<file path="config.mk">
export PLATFORM = sky130hd
export DESIGN_NAME = dnconv_top
export DESIGN_NICKNAME = d
export VERILOG_FILES = /design/src/dnconv_pkg.sv /design/src/dnconv_if.sv /design/src/dnconv_nco.sv /design/src/dnconv_buf.sv /design/src/dnconv_top.sv
export SDC_FILE = /design/constraint.sdc
export NUM_CORES = 2
export LEC_CHECK = 0
export BUFFER_PORTS_ARGS = -buffer_cell sky130_fd_sc_hd__buf_2
export CORE_MARGIN = 5
export CORE_UTILIZATION = 45
export DETAILED_ROUTE_END_ITERATION = 6
export HOLD_SLACK_MARGIN = 0.05
export PLACE_DENSITY = 0.59
export REMOVE_ABC_BUFFERS = 1
export SETUP_SLACK_MARGIN = 0.05
export SYNTH_ARGS = -nofsm -noshare
export SYNTH_HDL_FRONTEND = slang
export SYNTH_SLANG_ARGS = --single-unit
</file>
<file path="constraint.sdc">
create_clock -name clk -period 41.4 [get_ports clk]
set_clock_uncertainty 0.05 [all_clocks]
set_input_delay 0 -clock clk [delete_from_list [all_inputs] [get_ports clk]]
set_output_delay 0 -clock clk [all_outputs]
set_load 0.05 [all_outputs]
</file>
<file path="src/dnconv_pkg.sv">
// Shared constants, register map and types of the down converter
package dnconv_pkg;
  localparam int IN_W = 16;
  localparam int DATA_W = 20;
  localparam int ADDR_W = 4;
  localparam int FREQ_W = 32;
  localparam int LUT_W = 16;

  localparam logic [ADDR_W-1:0] OFF_CTRL = 4'h0;
  localparam logic [ADDR_W-1:0] OFF_FREQ = 4'h4;
  localparam logic [ADDR_W-1:0] OFF_STATUS = 4'h8;
  localparam logic [ADDR_W-1:0] OFF_FREQ_ACT = 4'hc;

  localparam int CTRL_EN = 0;
  localparam int CTRL_REAL = 1;
  localparam int CTRL_DEC_LSB = 2;
  localparam int CTRL_GAIN = 5;
  localparam int CTRL_FS4 = 6;
  localparam int CTRL_SWAP = 7;
  localparam int CTRL_INV = 8;
  localparam int CTRL_RESTART = 9;
  localparam logic [31:0] CTRL_MASK = 32'h0000_03ff;
  localparam logic [31:0] CTRL_RESET = 32'h0000_0000;
  localparam logic [31:0] FREQ_RESET = 32'h0000_0000;

  localparam int ST_OVF = 0;
  localparam int ST_PEND = 1;
  localparam int ST_FULL = 2;
  localparam int ST_RUN = 3;

  localparam logic [2:0] DEC_MAX_CODE = 3'h4;

  // Quarter sine wave, 16 steps per quadrant, amplitude 32767
  localparam logic [LUT_W-1:0] SIN_Q [17] = '{
    16'h0000, 16'h0c8c, 16'h18f9, 16'h2528, 16'h30fb, 16'h3c56,
    16'h471c, 16'h5133, 16'h5a82, 16'h62f1, 16'h6a6d, 16'h70e2,
    16'h7641, 16'h7a7c, 16'h7d89, 16'h7f61, 16'h7fff};

  typedef enum logic [1:0] {
    DN_BYPASS = 2'b00,
    DN_COMPLEX = 2'b01,
    DN_REAL = 2'b10,
    DN_FS4 = 2'b11
  } dnconv_mode_t;
endpackage

</file>
<file path="src/dnconv_if.sv">
// Valid/ready word stream between the converter core and its buffer
`timescale 1ns/100ps
interface dnconv_if #(parameter int W = 8);
  logic valid;
  logic ready;
  logic [W-1:0] data;
  modport src (output valid, output data, input ready);
  modport snk (input valid, input data, output ready);
endinterface

</file>
<file path="src/dnconv_nco.sv">
// Oscillator: phase accumulator and sine/cosine lookup
`timescale 1ns/100ps
module dnconv_nco (
  // Clock and reset
  input wire logic clk,
  input wire logic rst_n,
  // Control
  input wire logic step,
  input wire logic restart,
  input wire logic invert,
  input wire logic [dnconv_pkg::FREQ_W-1:0] freq_new,
  // Results
  output logic [dnconv_pkg::FREQ_W-1:0] freq_act,
  output logic signed [dnconv_pkg::LUT_W-1:0] cos_out,
  output logic signed [dnconv_pkg::LUT_W-1:0] sin_out
);
  import dnconv_pkg::*;

  logic [FREQ_W-1:0] phase_reg;
  logic [FREQ_W-1:0] freq_reg;

  function automatic logic signed [LUT_W-1:0] sin6(input logic [5:0] p);
    logic [LUT_W-1:0] mag;
    mag = p[4] ? SIN_Q[5'h10 - {1'b0, p[3:0]}] : SIN_Q[{1'b0, p[3:0]}];
    return p[5] ? -$signed(mag) : $signed(mag);
  endfunction

  wire logic [5:0] ph_top = phase_reg[FREQ_W-1 -: 6];
  wire logic signed [LUT_W-1:0] sin_raw = sin6(ph_top);

  assign cos_out = sin6(ph_top + 6'h10);
  assign sin_out = invert ? -sin_raw : sin_raw;
  assign freq_act = freq_reg;

  always_ff @(posedge clk or negedge rst_n) begin
    if (!rst_n) begin
      phase_reg <= '0;
      freq_reg <= FREQ_RESET;
    end else if (restart) begin
      phase_reg <= '0;
      freq_reg <= freq_new;
    end else if (step) begin
      phase_reg <= phase_reg + freq_reg;
    end
  end
endmodule // dnconv_nco

</file>
<file path="src/dnconv_buf.sv">
// Two-entry stream buffer; both outgoing words and flags come from flip-flops
`timescale 1ns/100ps
module dnconv_buf #(
  parameter int W = 8
) (
  // Clock and reset
  input wire logic clk,
  input wire logic rst_n,
  // Streams
  dnconv_if.snk s,
  dnconv_if.src m
);
  logic [W-1:0] out_reg;
  logic [W-1:0] spare_reg;
  logic out_v_reg;
  logic spare_v_reg;

  wire logic take = s.valid & ~spare_v_reg;
  wire logic give = out_v_reg & m.ready;
  wire logic load = ~out_v_reg | give;

  assign s.ready = ~spare_v_reg;
  assign m.valid = out_v_reg;
  assign m.data = out_reg;

  always_ff @(posedge clk or negedge rst_n) begin
    if (!rst_n) begin
      out_reg <= '0;
      spare_reg <= '0;
      out_v_reg <= 1'b0;
      spare_v_reg <= 1'b0;
    end else begin
      if (load) begin
        out_v_reg <= spare_v_reg | take;
        out_reg <= spare_v_reg ? spare_reg : s.data;
      end
      if (take & ~load) begin
        spare_reg <= s.data;
      end
      spare_v_reg <= spare_v_reg ? ~load : (take & ~load);
    end
  end
endmodule // dnconv_buf

</file>
<file path="src/dnconv_top.sv">
// Down converter: channel swap, mixer, decimating filter, gain, quarter-rate mix
//
// Contract
// - Path is bypassed unless the software enable bit is set.
// - Complex mode mixes with a 32-bit oscillator, decimates by 2 to 32.
// - Real mode skips the mixer; filter is a low-pass decimator.
// - Filter arithmetic is 20 bits; the formatter truncates afterwards.
// - Optional swap routes each converter channel into the other filter.
// - Complex: shift by oscillator, low-pass around zero, then decimate.
// - Complex mode has a software-enabled 6 dB gain.
// - Real mode: no shift, real half only, rate is input over factor.
// - Real mode has a software-enabled 3 dB gain.
// - Quarter-rate mode mixes complex output with a quarter-rate tone.
// - Quarter-rate mode emits real words at twice the complex rate.
// - Frequency word is signed two's complement, minus to plus half rate.
// - New frequency applies only after restart bit or sync toggle; the code restarts on a rising sync edge only.
// - Software can invert the mixer phase to the conjugate tone.
//
// Implementation choices: the strobed register port and the register addresses.
`timescale 1ns/100ps
module dnconv_top #(
  parameter int IN_W = dnconv_pkg::IN_W,
  parameter int DATA_W = dnconv_pkg::DATA_W
) (
  // Clock and reset
  input wire logic clk,
  input wire logic rstn,
  // Register port
  input wire logic [dnconv_pkg::ADDR_W-1:0] addr,
  input wire logic [31:0] wdata,
  input wire logic wr,
  input wire logic rd,
  output logic [31:0] rdata,
  // Converter samples
  input wire logic in_valid,
  input wire logic [IN_W-1:0] in_first,
  input wire logic [IN_W-1:0] in_second,
  input wire logic sync,
  // Output stream
  output logic out_valid,
  input wire logic out_ready,
  output logic out_real,
  output logic [DATA_W-1:0] out_first_i,
  output logic [DATA_W-1:0] out_first_q,
  output logic [DATA_W-1:0] out_second_i,
  output logic [DATA_W-1:0] out_second_q
);
  import dnconv_pkg::*;

  localparam int SH = DATA_W - IN_W;
  localparam int ACC_W = DATA_W + 5;
  localparam int BUF_W = 4 * DATA_W + 1;

  if (SH < 1 || SH > 15) begin : g_check
    $error("dnconv_top: DATA_W - IN_W must lie in 1..15");
  end

  // Reset release
  logic [1:0] rst_sync_reg;
  always_ff @(posedge clk or negedge rstn) begin
    if (!rstn) begin
      rst_sync_reg <= 2'b00;
    end else begin
      rst_sync_reg <= {rst_sync_reg[0], 1'b1};
    end
  end
  wire logic rst_n = rst_sync_reg[1];

  // Arithmetic helpers
  function automatic logic [2:0] dec_log2(input logic [2:0] code);
    return (code > DEC_MAX_CODE) ? 3'h5 : code + 3'h1;
  endfunction

  function automatic logic signed [DATA_W-1:0] sat(
      input logic signed [DATA_W+1:0] v);
    logic signed [DATA_W+1:0] hi;
    logic signed [DATA_W+1:0] lo;
    hi = {3'b000, {(DATA_W-1){1'b1}}};
    lo = {3'b111, {(DATA_W-1){1'b0}}};
    if (v > hi) begin
      return hi[DATA_W-1:0];
    end else if (v < lo) begin
      return lo[DATA_W-1:0];
    end
    return v[DATA_W-1:0];
  endfunction

  function automatic logic signed [DATA_W-1:0] neg(
      input logic signed [DATA_W-1:0] y);
    return sat(-{{2{y[DATA_W-1]}}, y});
  endfunction

  function automatic logic signed [DATA_W-1:0] scale(
      input logic signed [ACC_W-1:0] sum, input logic [2:0] k);
    logic signed [ACC_W-1:0] t;
    t = sum >>> k;
    return t[DATA_W-1:0];
  endfunction

  // Gain of 2 for complex, about 1.41 for real
  function automatic logic signed [DATA_W-1:0] gain(
      input logic signed [DATA_W-1:0] y, input logic on, input logic is_real);
    logic signed [DATA_W+1:0] e;
    logic signed [DATA_W+1:0] v;
    e = {{2{y[DATA_W-1]}}, y};
    v = e;
    if (on && is_real) begin
      v = e + (e >>> 2) + (e >>> 3) + (e >>> 5);
    end else if (on) begin
      v = e <<< 1;
    end
    return sat(v);
  endfunction

  // Registers
  logic [31:0] ctrl_reg;
  logic [31:0] freq_reg;
  logic [31:0] rdata_reg;
  logic ovf_reg;
  logic restart_q_reg;
  logic sync_q_reg;

  wire logic en = ctrl_reg[CTRL_EN];
  wire logic real_sel = ctrl_reg[CTRL_REAL];
  wire logic gain_on = ctrl_reg[CTRL_GAIN];
  wire logic fs4_on = ctrl_reg[CTRL_FS4];
  wire logic swap = ctrl_reg[CTRL_SWAP];
  wire logic invert = ctrl_reg[CTRL_INV];
  wire logic [2:0] dec_code = ctrl_reg[CTRL_DEC_LSB +: 3];
  wire logic [2:0] k = dec_log2(dec_code);
  wire logic [4:0] n_last = 5'((6'h01 << k) - 6'h01);

  dnconv_mode_t mode;
  assign mode = !en ? DN_BYPASS : real_sel ? DN_REAL : fs4_on ? DN_FS4 : DN_COMPLEX;
  wire logic cplx = (mode == DN_COMPLEX) || (mode == DN_FS4);

  wire logic wr_ctrl = wr && (addr == OFF_CTRL);
  wire logic wr_freq = wr && (addr == OFF_FREQ);
  wire logic wr_status = wr && (addr == OFF_STATUS);
  wire logic restart_rise = ctrl_reg[CTRL_RESTART] & ~restart_q_reg;
  wire logic sync_rise = sync & ~sync_q_reg;
  wire logic restart = restart_rise | sync_rise;

  // Streams around the buffer
  dnconv_if #(.W(BUF_W)) push_if ();
  dnconv_if #(.W(BUF_W)) pop_if ();

  logic pend_reg;
  logic ph_reg;
  logic [4:0] dcnt_reg;
  logic [BUF_W-1:0] pend_word_reg;

  // A full buffer or an unsent second word stalls; samples then are dropped
  wire logic stall = pend_reg | ~push_if.ready;
  wire logic take = in_valid & ~stall;
  wire logic drop = in_valid & stall;
  wire logic dump = take && en && (dcnt_reg == n_last);

  // Channel swap
  logic signed [IN_W-1:0] src [2];
  assign src[0] = swap ? in_second : in_first;
  assign src[1] = swap ? in_first : in_second;

  // Oscillator
  logic signed [LUT_W-1:0] cos_w;
  logic signed [LUT_W-1:0] sin_w;
  logic [FREQ_W-1:0] freq_act;

  dnconv_nco u_nco (
    .clk(clk),
    .rst_n(rst_n),
    .step(take & cplx),
    .restart(restart),
    .invert(invert),
    .freq_new(freq_reg),
    .freq_act(freq_act),
    .cos_out(cos_w),
    .sin_out(sin_w)
  );

  // Mixer and accumulate-and-dump low-pass per channel
  logic signed [DATA_W-1:0] wide [2];
  logic signed [DATA_W-1:0] mix_i [2];
  logic signed [DATA_W-1:0] mix_q [2];
  logic signed [ACC_W-1:0] sum_i [2];
  logic signed [ACC_W-1:0] sum_q [2];
  logic signed [ACC_W-1:0] acc_i_reg [2];
  logic signed [ACC_W-1:0] acc_q_reg [2];
  logic signed [DATA_W-1:0] res_i [2];
  logic signed [DATA_W-1:0] res_q [2];

  for (genvar c = 0; c < 2; c++) begin : g_ch
    wire logic signed [IN_W+15:0] prod_i = src[c] * cos_w;
    wire logic signed [IN_W+15:0] prod_q = src[c] * sin_w;
    assign wide[c] = {src[c], {SH{1'b0}}};
    // Mixer product rescaled into the 20-bit working range
    assign mix_i[c] = cplx ? DATA_W'(prod_i >>> (15 - SH)) : wide[c];
    assign mix_q[c] = cplx ? DATA_W'(prod_q >>> (15 - SH)) : '0;
    assign sum_i[c] = acc_i_reg[c] + ACC_W'(mix_i[c]);
    assign sum_q[c] = acc_q_reg[c] + ACC_W'(mix_q[c]);
    assign res_i[c] = gain(scale(sum_i[c], k), gain_on, real_sel);
    assign res_q[c] = gain(scale(sum_q[c], k), gain_on, real_sel);
  end

  always_ff @(posedge clk or negedge rst_n) begin
    if (!rst_n) begin
      for (int c = 0; c < 2; c++) begin
        acc_i_reg[c] <= '0;
        acc_q_reg[c] <= '0;
      end
      dcnt_reg <= '0;
    end else if (restart || !en) begin
      for (int c = 0; c < 2; c++) begin
        acc_i_reg[c] <= '0;
        acc_q_reg[c] <= '0;
      end
      dcnt_reg <= '0;
    end else if (take) begin
      for (int c = 0; c < 2; c++) begin
        acc_i_reg[c] <= dump ? '0 : sum_i[c];
        acc_q_reg[c] <= dump ? '0 : sum_q[c];
      end
      dcnt_reg <= dump ? 5'h00 : dcnt_reg + 5'h01;
    end
  end

  // Word forming; quarter-rate sequence is I, -Q, -I, Q
  wire logic [DATA_W-1:0] zero_w = '0;
  logic [BUF_W-1:0] word_now;
  logic [BUF_W-1:0] word_second;

  always_comb begin
    word_second = {1'b1, neg(res_q[0]), zero_w, neg(res_q[1]), zero_w};
    if (ph_reg) begin
      word_second = {1'b1, res_q[0], zero_w, res_q[1], zero_w};
    end
    unique case (mode)
      DN_BYPASS: word_now = {1'b1, wide[0], zero_w, wide[1], zero_w};
      DN_COMPLEX: word_now = {1'b0, res_i[0], res_q[0], res_i[1], res_q[1]};
      DN_REAL: word_now = {1'b1, res_i[0], zero_w, res_i[1], zero_w};
      DN_FS4: begin
        if (ph_reg) begin
          word_now = {1'b1, neg(res_i[0]), zero_w, neg(res_i[1]), zero_w};
        end else begin
          word_now = {1'b1, res_i[0], zero_w, res_i[1], zero_w};
        end
      end
    endcase
  end

  wire logic push_now = (mode == DN_BYPASS) ? take : dump;
  assign push_if.valid = push_now | pend_reg;
  assign push_if.data = pend_reg ? pend_word_reg : word_now;

  // Second real word of a quarter-rate pair
  always_ff @(posedge clk or negedge rst_n) begin
    if (!rst_n) begin
      pend_reg <= 1'b0;
      ph_reg <= 1'b0;
      pend_word_reg <= '0;
    end else if (restart) begin
      pend_reg <= 1'b0;
      ph_reg <= 1'b0;
    end else if (pend_reg) begin
      pend_reg <= ~push_if.ready;
    end else if (dump && mode == DN_FS4) begin
      pend_reg <= 1'b1;
      pend_word_reg <= word_second;
      ph_reg <= ~ph_reg;
    end
  end

  dnconv_buf #(.W(BUF_W)) u_buf (
    .clk(clk),
    .rst_n(rst_n),
    .s(push_if.snk),
    .m(pop_if.src)
  );

  assign pop_if.ready = out_ready;
  assign out_valid = pop_if.valid;
  assign out_real = pop_if.data[BUF_W-1];
  assign out_first_i = pop_if.data[3*DATA_W +: DATA_W];
  assign out_first_q = pop_if.data[2*DATA_W +: DATA_W];
  assign out_second_i = pop_if.data[DATA_W +: DATA_W];
  assign out_second_q = pop_if.data[0 +: DATA_W];

  // Register file
  logic [31:0] status_w;
  logic [31:0] rd_mux;
  assign status_w = {28'h0, en, ~push_if.ready, pend_reg, ovf_reg};

  always_comb begin
    unique case (addr)
      OFF_CTRL: rd_mux = ctrl_reg;
      OFF_FREQ: rd_mux = freq_reg;
      OFF_STATUS: rd_mux = status_w;
      OFF_FREQ_ACT: rd_mux = freq_act;
      default: rd_mux = 32'h0000_0000;
    endcase
  end

  always_ff @(posedge clk or negedge rst_n) begin
    if (!rst_n) begin
      ctrl_reg <= CTRL_RESET;
      freq_reg <= FREQ_RESET;
      rdata_reg <= 32'h0000_0000;
      ovf_reg <= 1'b0;
      restart_q_reg <= 1'b0;
      sync_q_reg <= 1'b0;
    end else begin
      if (wr_ctrl) begin
        ctrl_reg <= wdata & CTRL_MASK;
      end
      if (wr_freq) begin
        freq_reg <= wdata;
      end
      // A drop in the clearing cycle keeps the flag set
      ovf_reg <= drop | (ovf_reg & ~(wr_status & wdata[ST_OVF]));
      rdata_reg <= rd ? rd_mux : 32'h0000_0000;
      restart_q_reg <= ctrl_reg[CTRL_RESTART];
      sync_q_reg <= sync;
    end
  end

  assign rdata = rdata_reg;
endmodule // dnconv_top

</file>
-- Word level (Yosys, flattened, before mapping)
Memory sizes are Yosys's and may differ from the RTL's.
Cells that the tools add are included.
- word-level logic and storage cells: 243
- bits of input ports: 75
- memories: 4
- output and inout bits: 114
- ROM bits: 2048
- register bits: 495
- multiplexer cells: 103
- shift-type cells: 5
- magnitude comparators: 21
- equality and inequality tests: 8
- reductions and logical operators: 17
- $mul: 4
- bitwise logic cells: 30
- add/sub/neg operators: 30
- memories (name ; depth ; width ; read ports ; clocked after memory_dff ; wr ports ; line ; text):
    (no name shown) ; 32 ; 16 ; 1 ; 0 ; 0 ; dnconv_nco.sv:24 ; mag = p[4] ? SIN_Q[5'h10 - {1'b0, p[3:0]}] : SIN_Q[{1'b0, p[3:0]}];
    (no name shown) ; 32 ; 16 ; 1 ; 0 ; 0 ; dnconv_nco.sv:24 ;
    (no name shown) ; 32 ; 16 ; 1 ; 0 ; 0 ; dnconv_nco.sv:24 ;
    (no name shown) ; 32 ; 16 ; 1 ; 0 ; 0 ; dnconv_nco.sv:24 ;
- operator list (operator ; count):
    20-bit two-way mux ; 32
    81-bit one-hot mux with 4 select lines ; 1
    16-bit two-way mux ; 15
    50-bit two-way mux ; 4
    22-bit by 20-bit > comparator with 1-bit output, second input constant ; 8
    22-bit by 20-bit less-than comparator with 1-bit output, second input constant ; 8
    81-bit two-way mux ; 2
    80-bit two-way mux ; 2
    32-bit one-hot mux with 4 select lines ; 1
    16-bit by 16-bit multiplier with 31-bit output ; 4
    25-bit by 20-bit adder with 25-bit output ; 4
    25-bit two-way mux ; 4
    25-bit by 3-bit >>> shifter with 20-bit output ; 4
    32-bit two-way mux ; 3
    21-bit by 17-bit adder with 22-bit output ; 4
    22-bit by 15-bit adder with 22-bit output ; 4
    22-bit two-way mux ; 4
    22-bit negator ; 4
    20-bit by 18-bit adder with 21-bit output ; 4
    16-bit negator ; 3
    32-bit adder ; 1
    1-bit two-way mux ; 28
    6-bit greater-or-equal comparator, second input constant ; 4
    5-bit two-way mux ; 3
    28 further kinds ; 67

-- Logic depth before layout (Yosys ltp)
- depth after elaboration: 32
- gate-level depth with buffers: 103
- mapped depth without buffers: 91

-- Cells and area by module
A second synthesis with hierarchy kept.
- cell total of the unflattened synthesis: 10212
- area, all modules: 88326.0 µm²
- by module, submodules not included (module ; sequential area each (µm²) ; instances ; area an instance (µm²) ; cells an instance):
    dnconv_top ; 5680.4 ; 1 ; 73864.6 ; 8972
    dnconv_buf ; 4103.9 ; 1 ; 7667.4 ; 440
    dnconv_nco ; 1601.5 ; 1 ; 6794.0 ; 800

-- Worst setup path before layout
No wires, ideal clock.
- kind: register to register
- start point: reg u_nco.phase_reg[26]
- end point: reg pend_word_reg[75]
- period minus slack after synthesis: 19489 ps
- arrival time: 19318 ps
- required time: 41229 ps
- path buffers: 8
- setup time: 121 ps
- setup slack: 21911 ps
- cell stages (with the launch flop): 90
- cells stage by stage: dfrtp_1 > buf_2 > buf_2 > inv_1 > ha_1 > buf_2 > buf_2 > buf_2 > a21boi_0 > a21oi_1 > o32a_1 > o31ai_2 > o21ai_1 > clkbuf_1 > clkbuf_1 > ha_1 > nand4_2 > o31ai_1 > [54 not listed] > a21boi_0 > xor2_1 > and2_1 > nor2_1 > o21ai_1 > a211oi_2 > or2_0 > clkbuf_1 > a211oi_1 > a21oi_1 > ha_1 > and3_1 > nor3b_1 > nand4b_2 > nor3_4 > o31ai_1 > mux2_2 > o22a_1
- longest elaborated chain between the ends: 28
- elaborated cells on any way between the ends: 37
- classes of those cells: add/sub: 8; mul: 1; order compare: 4; shift: 1; mux: 19; bitwise: 2; memory: 2
- RTL lines (what ; line ; text):
    from (decl) ; dnconv_nco.sv:19 ; logic [FREQ_W-1:0] phase_reg;
    from (signal assigned) ; dnconv_nco.sv:43 ; phase_reg <= phase_reg + freq_reg;
    5-bit by 4-bit subtractor with 5-bit output ; dnconv_nco.sv:24 ;
    5-bit NOT with 6-bit output (not written as such) ; dnconv_nco.sv:24 ;
    memory read 32 x 16 bit ; n/a ;
    16-bit two-way mux (not written as such) (2 in a row) ; dnconv_nco.sv:24 ;
    16-bit two-way mux * ; dnconv_nco.sv:24 ;
    16-bit negator ; dnconv_nco.sv:25 ; return p[5] ? -$signed(mag) : $signed(mag);
    16-bit two-way mux * ; dnconv_nco.sv:25 ;
    16-bit negator ; dnconv_nco.sv:32 ; assign sin_out = invert ? -sin_raw : sin_raw;
    [11 not listed] ; n/a ;
    1-bit two-way mux ; dnconv_top.sv:80 ; if (v > hi) begin
    20-bit two-way mux * ; dnconv_top.sv:85 ; return v[DATA_W-1:0];
    22-bit negator ; dnconv_top.sv:90 ; return sat(-{{2{y[DATA_W-1]}}, y});
    22-bit by 20-bit less-than comparator with 1-bit output ; dnconv_top.sv:82 ; end else if (v < lo) begin
    1-bit two-way mux ; dnconv_top.sv:82 ;
    1-bit two-way mux ; dnconv_top.sv:80 ;
    20-bit two-way mux ; dnconv_top.sv:85 ;
    80-bit two-way mux * ; dnconv_top.sv:234 ; if (ph_reg) begin
    to (signal assigned) ; dnconv_top.sv:268 ; pend_word_reg <= word_second;
    to (decl) ; dnconv_top.sv:151 ; logic [BUF_W-1:0] pend_word_reg;
Every way passes the cells marked *; elsewhere a longest branch is shown, timed or not. The select of a mux whose other input is x is not followed.
A chain may end at the register's enable or synchronous reset.

-- Worst setup path in the final report
- start point: reg u_nco.phase_reg[26]
- end point: reg pend_word_reg[72]
The elaborated chain is that of the path after synthesis.

==> metrics <==
reg2reg start u_nco.phase_reg[26]; initial antenna violation count 18; Max Fclk between 40 and 50 MHz; cell area after synthesis 82300 sq um; peak fanout along the critical path 35; Final setup viols 0; Hold Path End freq_reg[30]; Post-synth top flop dfrtp_1; H-tree level count 2; Max-Cap Viols 0; # rows roughly 160; PnR worst setup slack 17890 ps; clock latency on the worst-skew pair 680 ps; Startpoint Class register; Max-slew headroom 0.0820; TNS Setup 0 ps; register area share after synthesis 0.138; pre-CTS WS 18310 ps; PortBufs 188; Root Buffer clkbuf_16; CTS Sinks 455; Worst Hold Depth 3; Synth Instances approximately 10000; Detail Route Antenna Nets 0; Area Overhead vs Synth 8.09%; max incr delay on CP 1070 ps; die width 438 um; gr usage total 0.300; class of the worst hold path primary input to register; Hold Crit Start wdata[30]; final wirelength 289000 um; Hold WS roughly 95 ps; Overflow after GRT 0; via count between 70000 and 80000; Starting Density 0.451; crit share post-route 0.568; warnings from Yosys 0; vias in the first global route 73500; r2r worst-path depth a little over 80; most frequent cells in the layout inv_1, nand2_1, fa_1; fin. max-slew vios 0; cts bufs inserted 55; Crit. End Element register; RSZ-0062 raised after global routing false; reg2reg setup slack ~18000 ps; CTS tree yes; Die ar. 192000 sq um; top-area cell type share of the netlist area 0.273; first-pass GRT wire length ~450000 um; kind of critical path register to register; Final Hold Fails 0; number of flops mapped to enable cells by yosys 0; Largest delay share family, worst path compound AO/OA/AOI/OAI gates; Clock Path Buffers 3; Yosys top cell by area fa_1; cell repeated most along the worst path a21oi_1; Worst Max-Slew Pin Slew roughly 1400 ps; Worst-path clk slew 70 ps; postcts setup bufs 0; FF-to-FF End pend_word_reg[72]; wire per inst 23.3 um; final net count around 12000; Final Critical Period between 20000 and 25000 ps; CP bufs+invs 8; average size of a mapped cell 8.26 sq um; 1st-pass router iterations 6; chip height roughly 440 um; gpl congestion around 0.95; IO Count 189; ys async rst share 1.00; core area ~180000 sq um; largest cells by area after synthesis fa_1, dfrtp_1, ha_1; hpwl dp 218000 um; largest net degree at the start of global routing 133; #FFs+latches synth 455; share of post-route cells with drive strength above 1 0.0822; most common cell after layout, fill and taps aside inv_1; worst path required time roughly 42000 ps; library cells used by synthesis 133; outcome finished clean; CP arrival between 20000 and 25000 ps; routed vias/inst 5.87; Worst path slowest cell xor2_1; drt drc 0; 1st-iter DRT viols 6277
==> routing by layer <==
| metal | vias up | track usage | part of all wire |
|---|---|---|---|
| met3 | 528 | 0.0523 | 0.083 |
| met1 | 36600 | 0.412 | 0.42 |
| li1 | 32700 | - | - |
| met5 | - | 0 | 0.00012 |
| met2 | 2859 | 0.481 | 0.45 |
| met4 | 6 | 0.105 | 0.041 |
==> synth_stat cells (84+ instances only) <==
master and number:
inv_1 1458, nand2_1 1208, fa_1 1121, nor2_1 987, ha_1 573, a21oi_1 568
o21ai_0 504, dfrtp_1 455, clkbuf_1 448, xnor2_1 248, nor3_1 144, xor2_1 144
a21o_1 142, mux2_2 126, mux2i_1 110, and2_1 109, nand3_1 108, o31ai_1 86
o211ai_1 84
==> stage by stage <==
| step | area, sq um | instances | util |
|---|---|---|---|
| after global placement | 86100 | 12200 | 0.472 |
| after CTS | 88900 | 12400 | 0.487 |
| final | 88900 | 12400 | 0.487 |
| after floorplan | 80200 | 9423 | - |
| after detailed placement | 86100 | 12200 | 0.472 |
| after global routing | 88900 | 12400 | 0.487 |
==> area by class of cell <==
cell class              count  area (sq um)
well taps                2385          2980
clock buffers              73          1540
fillers                 17800         93500
multi-input cells        7500         63800
repair buffers            471          3320
inverters                1468          5510
diodes                      9          22.5
flip-flops and latches    455         11400
clock inverters            30           362
==> repair_timing <==
item,CTS,global route
setup endpoints to repair,0,0
resized for setup,0,0
hold endpoints to repair,124,0
hold buffers,89,0
==> worst reg2reg max path, delay by kind of cell (launching register included) <==
family | cells | cell delay, ps
flip-flops | 1 | 910
AO/OA/AOI/OAI | 36 | 8830
adder cells (fa/ha/maj) | 14 | 6140
XOR/XNOR | 5 | 2120
AND/OR/NAND/NOR | 19 | 4260
buffers and inverters | 8 | 1080
==> worst max path at each step <==
stage	startpoint	end	slack (ps)	cells past startpoint
finish	u_nco.phase_reg[26]	pend_word_reg[72]	17890	82
global route	u_nco.phase_reg[27]	pend_word_reg[76]	16140	82
CTS	u_nco.phase_reg[27]	pend_word_reg[72]	18250	82
detailed placement	u_nco.phase_reg[26]	pend_word_reg[72]	18310	82
global placement	u_nco.phase_reg[26]	u_buf.spare_reg[68]	18530	77
floorplan	u_nco.phase_reg[26]	u_buf.spare_reg[69]	20340	85
==> cell families (layout without fill, tap and decap cells) <==
| kind of cell | after synthesis | after routing | share of synthesized area |
|---|---|---|---|
| and+or+nand+nor | 2977 | 2977 | 0.159 |
| DFF | 455 | 455 | 0.138 |
| xor gates and xnor gates | 400 | 400 | 0.0434 |
| other | 1 | 10 | 0.0000456 |
| adders and majority gates | 1703 | 1703 | 0.361 |
| buffers and inverters | 2002 | 2042 | 0.0922 |
| AOI/OAI and AO/OA | 2167 | 2167 | 0.172 |
| muxes | 252 | 252 | 0.0343 |
Power is left out: the tool's default activity adds up to more than one toggle a clock period on the data nets, which glitch-free logic cannot reach.
